--- src/rtl/stc_params.svh ---
// Register offsets, field positions, reset values and timing counts of the
// sixteen-bit timer control block. Assumes a 32-bit classic Wishbone bus.
//
// Notes on behaviour
// - Prescale codes 11, 10, 01 divide 8, 4, 2.
// - Control bit 3 enables low-power oscillator.
// - Bit 2 set: external input counts unsynchronized.
// - Internal source ignores the synchronization bit.
// - Bit 1 selects external rising edge or Fosc/4.
// - Bit 0 runs counter; cleared holds its value.
// - Control bits 7 and 6 read zero.
// - Power-on reset clears control; other resets keep.
// - Counter seen as high and low byte registers.
// - Overflow flag at bit 0 of flags register.
// - Overflow enable at bit 0 of enable register.
// - Rollover from FFFFh sets sticky overflow flag.
// - Counter byte write loads counter, clears prescaler.
`ifndef STC_PARAMS_SVH
`define STC_PARAMS_SVH

// ----------------------------------------------------------------------
// Register byte offsets
// ----------------------------------------------------------------------
`define STC_OFS_CTRL    8'h00
`define STC_OFS_FLAGS   8'h04
`define STC_OFS_IRQ_EN  8'h08
`define STC_OFS_CNT_HI  8'h0C
`define STC_OFS_CNT_LO  8'h10
`define STC_OFS_INTCTL  8'h14

// ----------------------------------------------------------------------
// Field positions and implemented-bit masks
// ----------------------------------------------------------------------
`define STC_BIT_OVF     0
`define STC_CTRL_MASK   8'h3F
`define STC_PIR_MASK    8'h47

// ----------------------------------------------------------------------
// Reset values
// ----------------------------------------------------------------------
`define STC_RST_CTRL    8'h00
`define STC_RST_FLAGS   8'h00
`define STC_RST_IRQ_EN  8'h00
`define STC_RST_INTCTL  8'h00
`define STC_RST_CNT     16'h0000

// ----------------------------------------------------------------------
// Timing
// ----------------------------------------------------------------------
`define STC_CLK_HZ      20_000_000
`define STC_INSTR_HZ    5_000_000
`define STC_INSTR_DIV   (`STC_CLK_HZ / `STC_INSTR_HZ)

`endif

--- src/rtl/stc_pkg.sv ---
// Types shared by the sixteen-bit timer control block.
// Assumes stc_params.svh is on the include path.
package stc_pkg;

    // ------------------------------------------------------------------
    // Control register layout
    // ------------------------------------------------------------------
    typedef struct packed {
        logic [1:0] unused;
        logic [1:0] input_prescale_select;
        logic       low_power_osc_enable;
        logic       external_sync_disable;
        logic       clock_source_select;
        logic       counter_run;
    } stc_ctrl_type;

    // ------------------------------------------------------------------
    // Bus answer states
    // ------------------------------------------------------------------
    typedef enum logic [1:0] {
        BUS_IDLE   = 2'b01,
        BUS_ANSWER = 2'b10
    } stc_bus_type;

    // ------------------------------------------------------------------
    // Whole state of the main module
    // ------------------------------------------------------------------
    typedef struct packed {
        stc_bus_type  bus;
        logic         ack;
        logic [7:0]   rdat;
        stc_ctrl_type ctrl;
        logic [7:0]   flags;
        logic [7:0]   irq_en;
        logic [7:0]   intctl;
        logic [15:0]  cnt;
        logic [1:0]   quarter;
        logic [2:0]   sync;
        logic [1:0]   raw;
    } stc_state_type;

    // ------------------------------------------------------------------
    // Prescaler state
    // ------------------------------------------------------------------
    typedef struct packed {
        logic [2:0] cnt;
    } stc_presc_type;

endpackage

--- src/rtl/stc_prescaler.sv ---
// Input prescaler of the timer: passes one of every 1, 2, 4 or 8 ticks.
// Assumes tick_i is a one-cycle pulse on clk_i.
`timescale 1ns/10ps
`include "stc_params.svh"
module stc_prescaler
    import stc_pkg::*;
(
    // Clock and reset
    input  wire logic       clk_i,
    input  wire logic       rst_i,
    // Control
    input  wire logic       clear_i,
    input  wire logic [1:0] select_i,
    // Ticks
    input  wire logic       tick_i,
    output logic            out_o
);

    stc_presc_type s_reg;
    stc_presc_type s_next;
    logic [2:0]    mask;

    function automatic logic [2:0] div_mask(input logic [1:0] sel);
        div_mask = 3'h7 >> (2'd3 - sel);
    endfunction

    // ------------------------------------------------------------------
    // Divider
    // ------------------------------------------------------------------
    always_comb begin
        mask   = div_mask(select_i);
        s_next = s_reg;
        out_o  = tick_i & ~clear_i & ((s_reg.cnt & mask) == mask);
        if (clear_i) begin
            s_next.cnt = 3'h0;
        end else if (tick_i) begin
            s_next.cnt = s_reg.cnt + 3'h1;
        end
    end

    always_ff @(posedge clk_i) begin
        if (rst_i) begin
            s_reg <= '0;
        end else begin
            s_reg <= s_next;
        end
    end
endmodule

--- src/rtl/stc_timer.sv ---
// Sixteen-bit timer control block with a classic Wishbone register slave.
// Assumes clk_i is the 20 MHz oscillator and all inputs but external_count_input_i are synchronous.
//
// The Wishbone interface to the registers and the register offsets are this design's own decisions.
`timescale 1ns/10ps
`include "stc_params.svh"
module stc_timer
    import stc_pkg::*;
#(
    parameter int ADDR_W = 8
)(
    // Clock and resets
    input  wire logic              clk_i,
    input  wire logic              rst_i,
    input  wire logic              warm_rst_i,
    // Wishbone slave
    input  wire logic              cyc_i,
    input  wire logic              stb_i,
    input  wire logic              we_i,
    input  wire logic [ADDR_W-1:0] adr_i,
    input  wire logic [3:0]        sel_i,
    input  wire logic [31:0]       dat_i,
    output logic      [31:0]       dat_o,
    output logic                   ack_o,
    // Pins
    input  wire logic              external_count_input_i,
    output logic                   low_power_osc_enable_o,
    output logic      [15:0]       counter_value_o,
    output logic                   overflow_flag_o
);

    // ------------------------------------------------------------------
    // Elaboration check
    // ------------------------------------------------------------------
    generate
        if (ADDR_W < 8) begin : g_bad_width
            $error("ADDR_W must be at least 8");
        end
    endgenerate

    stc_state_type s_reg;
    stc_state_type s_next;
    logic [7:0]    addr;
    logic          req;
    logic          wr;
    logic          cnt_wr;
    logic          ext_edge;
    logic          src_pulse;
    logic          presc_tick;
    logic          presc_clear;
    logic          inc;

    function automatic logic hit(input logic [7:0] a, input logic [7:0] ofs);
        hit = (a == ofs);
    endfunction

    // ------------------------------------------------------------------
    // Request decode and count sources
    // ------------------------------------------------------------------
    always_comb begin
        addr   = adr_i[7:0];
        req    = cyc_i & stb_i & (s_reg.bus == BUS_IDLE);
        // A warm reset keeps control and counter, so writes during it are dropped.
        wr     = req & we_i & sel_i[0] & ~warm_rst_i;
        cnt_wr = wr & (hit(addr, `STC_OFS_CNT_HI) | hit(addr, `STC_OFS_CNT_LO));
        if (s_reg.ctrl.external_sync_disable) begin
            ext_edge = s_reg.raw[0] & ~s_reg.raw[1];
        end else begin
            ext_edge = s_reg.sync[1] & ~s_reg.sync[2];
        end
        if (s_reg.ctrl.clock_source_select) begin
            src_pulse = ext_edge;
        end else begin
            // The sync bit plays no part on the internal path.
            src_pulse = (s_reg.quarter == 2'(`STC_INSTR_DIV - 1));
        end
        presc_tick  = s_reg.ctrl.counter_run & src_pulse & ~warm_rst_i;
        presc_clear = cnt_wr | warm_rst_i;
    end

    stc_prescaler u_presc (
        .clk_i    (clk_i),
        .rst_i    (rst_i),
        .clear_i  (presc_clear),
        .select_i (s_reg.ctrl.input_prescale_select),
        .tick_i   (presc_tick),
        .out_o    (inc)
    );

    // ------------------------------------------------------------------
    // Next state
    // ------------------------------------------------------------------
    always_comb begin
        s_next         = s_reg;
        s_next.ack     = 1'b0;
        s_next.quarter = s_reg.quarter + 2'h1;
        // The first sync stage feeds only the second; sync edges come from later stages, raw edges from both raw stages.
        s_next.sync    = {s_reg.sync[1:0], external_count_input_i};
        s_next.raw     = {s_reg.raw[0], external_count_input_i};

        case (s_reg.bus)
            BUS_IDLE: begin
                if (req) begin
                    s_next.bus = BUS_ANSWER;
                    s_next.ack = 1'b1;
                    if (hit(addr, `STC_OFS_CTRL)) begin
                        s_next.rdat = s_reg.ctrl;
                    end else if (hit(addr, `STC_OFS_FLAGS)) begin
                        s_next.rdat = s_reg.flags;
                    end else if (hit(addr, `STC_OFS_IRQ_EN)) begin
                        s_next.rdat = s_reg.irq_en;
                    end else if (hit(addr, `STC_OFS_CNT_HI)) begin
                        s_next.rdat = s_reg.cnt[15:8];
                    end else if (hit(addr, `STC_OFS_CNT_LO)) begin
                        s_next.rdat = s_reg.cnt[7:0];
                    end else if (hit(addr, `STC_OFS_INTCTL)) begin
                        s_next.rdat = s_reg.intctl;
                    end else begin
                        s_next.rdat = 8'h00;
                    end
                end
            end
            BUS_ANSWER: begin
                s_next.bus = BUS_IDLE;
            end
            default: begin
                s_next.bus = BUS_IDLE;
            end
        endcase

        if (wr) begin
            if (hit(addr, `STC_OFS_CTRL)) begin
                s_next.ctrl = dat_i[7:0] & `STC_CTRL_MASK;
            end else if (hit(addr, `STC_OFS_FLAGS)) begin
                s_next.flags = dat_i[7:0] & `STC_PIR_MASK;
            end else if (hit(addr, `STC_OFS_IRQ_EN)) begin
                s_next.irq_en = dat_i[7:0] & `STC_PIR_MASK;
            end else if (hit(addr, `STC_OFS_INTCTL)) begin
                s_next.intctl = dat_i[7:0];
            end
        end

        // A byte write beats a coincident increment of the counter.
        if (cnt_wr) begin
            if (hit(addr, `STC_OFS_CNT_HI)) begin
                s_next.cnt[15:8] = dat_i[7:0];
            end else begin
                s_next.cnt[7:0] = dat_i[7:0];
            end
        end else if (inc) begin
            s_next.cnt = s_reg.cnt + 16'h0001;
            if (s_reg.cnt == 16'hFFFF) begin
                // Setting wins over a software clear in the same cycle.
                s_next.flags[`STC_BIT_OVF] = 1'b1;
            end
        end

        // Warm resets clear flags and enables but keep control and counter.
        if (warm_rst_i) begin
            s_next.flags  = `STC_RST_FLAGS;
            s_next.irq_en = `STC_RST_IRQ_EN;
            s_next.intctl = `STC_RST_INTCTL;
        end
    end

    // ------------------------------------------------------------------
    // State register
    // ------------------------------------------------------------------
    always_ff @(posedge clk_i) begin
        if (rst_i) begin
            s_reg        <= '0;
            s_reg.bus    <= BUS_IDLE;
            s_reg.ctrl   <= `STC_RST_CTRL;
            s_reg.flags  <= `STC_RST_FLAGS;
            s_reg.irq_en <= `STC_RST_IRQ_EN;
            s_reg.intctl <= `STC_RST_INTCTL;
            s_reg.cnt    <= `STC_RST_CNT;
        end else begin
            s_reg <= s_next;
        end
    end

    // ------------------------------------------------------------------
    // Outputs
    // ------------------------------------------------------------------
    assign dat_o                  = {24'h00_0000, s_reg.rdat};
    assign ack_o                  = s_reg.ack;
    assign low_power_osc_enable_o = s_reg.ctrl.low_power_osc_enable;
    assign counter_value_o        = s_reg.cnt;
    assign overflow_flag_o        = s_reg.flags[`STC_BIT_OVF];
endmodule

--- config.mk ---
export PLATFORM = sky130hd
export DESIGN_NAME = stc_timer
export DESIGN_NICKNAME = d
export VERILOG_FILES = /design/src/rtl/stc_pkg.sv /design/src/rtl/stc_prescaler.sv /design/src/rtl/stc_timer.sv
export VERILOG_INCLUDE_DIRS = /design/src /design/src/rtl
export SDC_FILE = /design/constraint.sdc
export NUM_CORES = 1
export LEC_CHECK = 0
export BUFFER_PORTS_ARGS = -buffer_cell sky130_fd_sc_hd__buf_2
export CAP_MARGIN = 10
export CORE_ASPECT_RATIO = 1.25
export CORE_MARGIN = 4
export CORE_UTILIZATION = 40
export CTS_CLUSTER_SIZE = 40
export DETAILED_ROUTE_END_ITERATION = 16
export SKIP_LAST_GASP = 1
export SYNTH_ARGS = -nofsm -noshare
export SYNTH_HDL_FRONTEND = slang
export SYNTH_HIERARCHICAL = 1
export SYNTH_SLANG_ARGS = --single-unit
--- constraint.sdc ---
create_clock -name clk_i -period 5.3 [get_ports clk_i]
set_input_delay 1.06 -clock clk_i [delete_from_list [all_inputs] [get_ports clk_i]]
set_output_delay 1.06 -clock clk_i [all_outputs]
set_load 0.05 [all_outputs]
==> metrics.md <==
| Metric | Value |
|---|---|
| Worst-Skew Late Latency | `340 ps` |
| Die Y | `112 microns` |
| Simple-gate share of the synthesized area | `21.5%` |
| Fmax | `276 MHz` |
| Vias in the first global route | `2,826` |
| # DRC | `0` |
| # diodes | `0` |
| WL/cell | `17.4 microns` |
| Clk pin slew, worst setup/hold paths | `70 ps` |
| GR Layer Usage met3 | `3.99%` |
| Startpoint types | `input pin` |
| Initial antenna violation count | `0` |
| Post-cts sizing count | `0` |
| Number of post-CTS setup repair buffers | `0` |
| Sequential area share after synthesis | `33.2%` |
| Clock sink count | `57` |
| CP top delay family | `compound AO/OA/AOI/OAI gates` |
| GR Util met1 | `20.8%` |
| Synth top area cells | `dfxtp_1, buf_4, mux2i_1` |
| Core box area | `8290 sq um` |
| TNS Setup | `0 ps` |
| TritonCTS clock tree | `done` |
| Crit path time final | `3630 ps` |
| FP Rows | `37` |
| Maximum VDD drop | `0.0910 mV` |
| Pwr Total | `0.900 mW` |
| Fin. Hold Viols | `0` |
| DRT iter0 DRCs | `158` |
| Total global-route track usage | `17.5%` |
| Min-Delay Path Class | `reg2reg` |
| Lkg Pwr | `1.52 nW` |
| Avg Cell Area, Syn | `8.68 sq um` |
| Max incr delay on CP | `540 ps` |
| Post-synthesis mux area share | `9.91%` |
| Post-synthesis compound-gate area fraction | `18.9%` |
| Synth Flop Type | `dfxtp_1` |
| MaxCap Viol Count | `0` |
| Clk_skew | `9.07 ps` |
| Ordered list of cells on the worst path | `buf_2 > nor2b_1 > a21o_1 > nand2_4 > nand2_1 > nor2b_1 > o21ai_1 > a21oi_1 > buf_4 > a22oi_2 > a2bb2oi_1 > o221a_2` |
| Vias per cell | `5.69` |
| Die width | `90.9 microns` |
| CTS Buffer Depth | `2` |
| FFs w/ async S/R, synth | `0%` |
| HPWL Detailed | `6480 microns` |
| XOR/XNOR Fraction of Synth Area | `0.510%` |
| PortBufs | `50` |
| CTS Buf Count | `9` |
| Layout area overhead | `5.28%` |
| H-tree lvl count | `3` |
| Routability Congestion | `0.854` |
| Period Utilization, post-route | `68.5%` |
| ANT nets after route | `0` |
| Largest family of logic cells by synthesized area | `simple AND/OR/NAND/NOR gates` |
| Slew Viols, Final | `0` |
| CTS Root Cell | `clkbuf_8` |
| CTS Hold Bufs | `0` |
| Arrival time of the worst setup path | `3860 ps` |
| Total grt overflow | `0` |
| EDFF count, synth | `0` |
| Final Setup Violations | `0` |
| R2R setup slack | `2440 ps` |
| WS Path Type | `in2reg` |
| Worst-Margin Slew | `726 ps` |
| Max reg flops | `25` |
| Synthesis Warnings | `6` |
| Rel. slew slack | `51.6%` |
| Crit path max fanout | `19` |
| Cell variety after synth | `61` |
| Met2 usage | `30.0%` |
| Most common cell on crit path | `nor2b_1` |
| RSZ-0062 raised after global routing | `no` |
| Mapped Area | `3440 sq um` |
| Crit. End Element | `flip-flop` |
| Top-level port count | `102` |
| Buffer and inverter count on the worst path | `2` |
| Syn Inst Count | `396` |
| Top cell type by total area after synthesis | `dfxtp_1` |
| Busiest grt layer | `met2` |
| Die Area | `10,100 sq um` |
| Final net count | `466` |
| Area share of the largest cell type after synthesis | `33.2%` |
| Slowest-stage cell, CP | `nor2b_1` |
| Largest net degree at the start of global routing | `37` |
| Via count | `2,925` |
| Initial Util | `41.5%` |
| Global-route wire length before repair | `14,300 microns` |
| Fraction of the mapped netlist area in adder cells | `1.09%` |
| Required @ worst endpoint | `5530 ps` |
| Layout cells sized above 1 | `19.9%` |
| P per Cell Area | `249 nW/um^2` |
| Drt pass-1 iters | `5` |
| Detailed Route WL | `8940 microns` |
| Outcome | `complete, no violations` |
| Synthesis-stage register bit count | `57` |
[final timing paths]
kind,startpoint,endpoint,depth (start not counted)
worst max-delay path,adr_i[3],counter_value_o[0]$_SDFFE_PP0P_,12
worst min-delay path,s_reg[5]$_SDFF_PP0_,s_reg[5]$_SDFF_PP0_,1
worst max register to register,s_reg[65]$_SDFFE_PP0N_,counter_value_o[8]$_SDFFE_PP0P_,11
worst min register to register,s_reg[5]$_SDFF_PP0_,s_reg[5]$_SDFF_PP0_,1
[per-layer routing]
metal / vias up / share of wire, %
met3: 19 / 5.7
met2: 107 / 50
met4: 0 / 2.0
met1: 1393 / 42
li1: 1406 / -
met5: - / 0
[logic make-up after synthesis]
logic type,Yosys count
and+or+nand+nor,133
DFF,57
AOI/OAI and AO/OA,86
buffers and inverters,80
muxes,34
adders and majority gates,3
other,1
xor gates and xnor gates,2
[placed cells by master (no fill, tap or decap), drive strengths merged, types with 6 or more instances in the layout]
master  synthesis  final
nand3          13     13
a21oi          17     17
nor2b           8      8
clkbuf         11     11
o32ai           8      8
dfxtp          57     57
a22oi           9      9
nor2           37     37
mux2i          34     34
buf            58     51
conb            1     24
nand2          28     28
o21ai           6      6
nor3           15     15
inv            11     11
[area by class of cell]
cell class / count / area (sq um)
clock buffer: 11 / 151
clock inverter: 5 / 30.0
fill: 849 / 4670
inverter: 11 / 41.3
multi-input combinational: 282 / 1870
sequential: 57 / 1140
tap: 97 / 121
timing repair buffer: 51 / 258
[metrics by stage]
step                hold WS [ps]  std cells  area, sq um  setup slack (ps)  utilization [%]
floorplan                    399        419         3520              1640                -
global placement             408        498         3440              1420             41.5
detailed placement           425        498         3440              1410             41.5
CTS                          435        514         3620              1740             43.7
global route                 450        514         3620              1450             43.7
finish                       430        514         3620              1670             43.7
[where the power goes]
part	internal (mW)	switching (mW)	leakage, nW
clock network	0.192	0.180	0.0911
logic	0.0170	0.0782	0.964
registers	0.432	0.00120	0.460
[synthesized netlist by cell type (2+ instances only)]
master     instances
a21o_1             2
a21oi_1           17
a221oi_1           5
a222oi_1           3
a22o_1             5
a22oi_1            8
a2bb2oi_1          5
a31oi_1            4
and2_1             4
and3_1             2
and4_1             4
buf_2              6
buf_4             51
clkbuf_1          11
dfxtp_1           57
ha_1               3
inv_1             11
mux2i_1           34
nand2_1           27
nand2b_1           3
nand3_1           11
nand3_2            2
nand4_1            2
nand4b_1           3
nor2_1            36
nor2b_1            8
nor3_1            13
nor3_2             2
o211ai_1           4
o21ai_0            4
o21ai_1            2
o221a_2            3
o22ai_1            4
o31ai_1            2
o32ai_1            8
or3_1              5
Note: power is estimated with default switching activity, not from simulation.
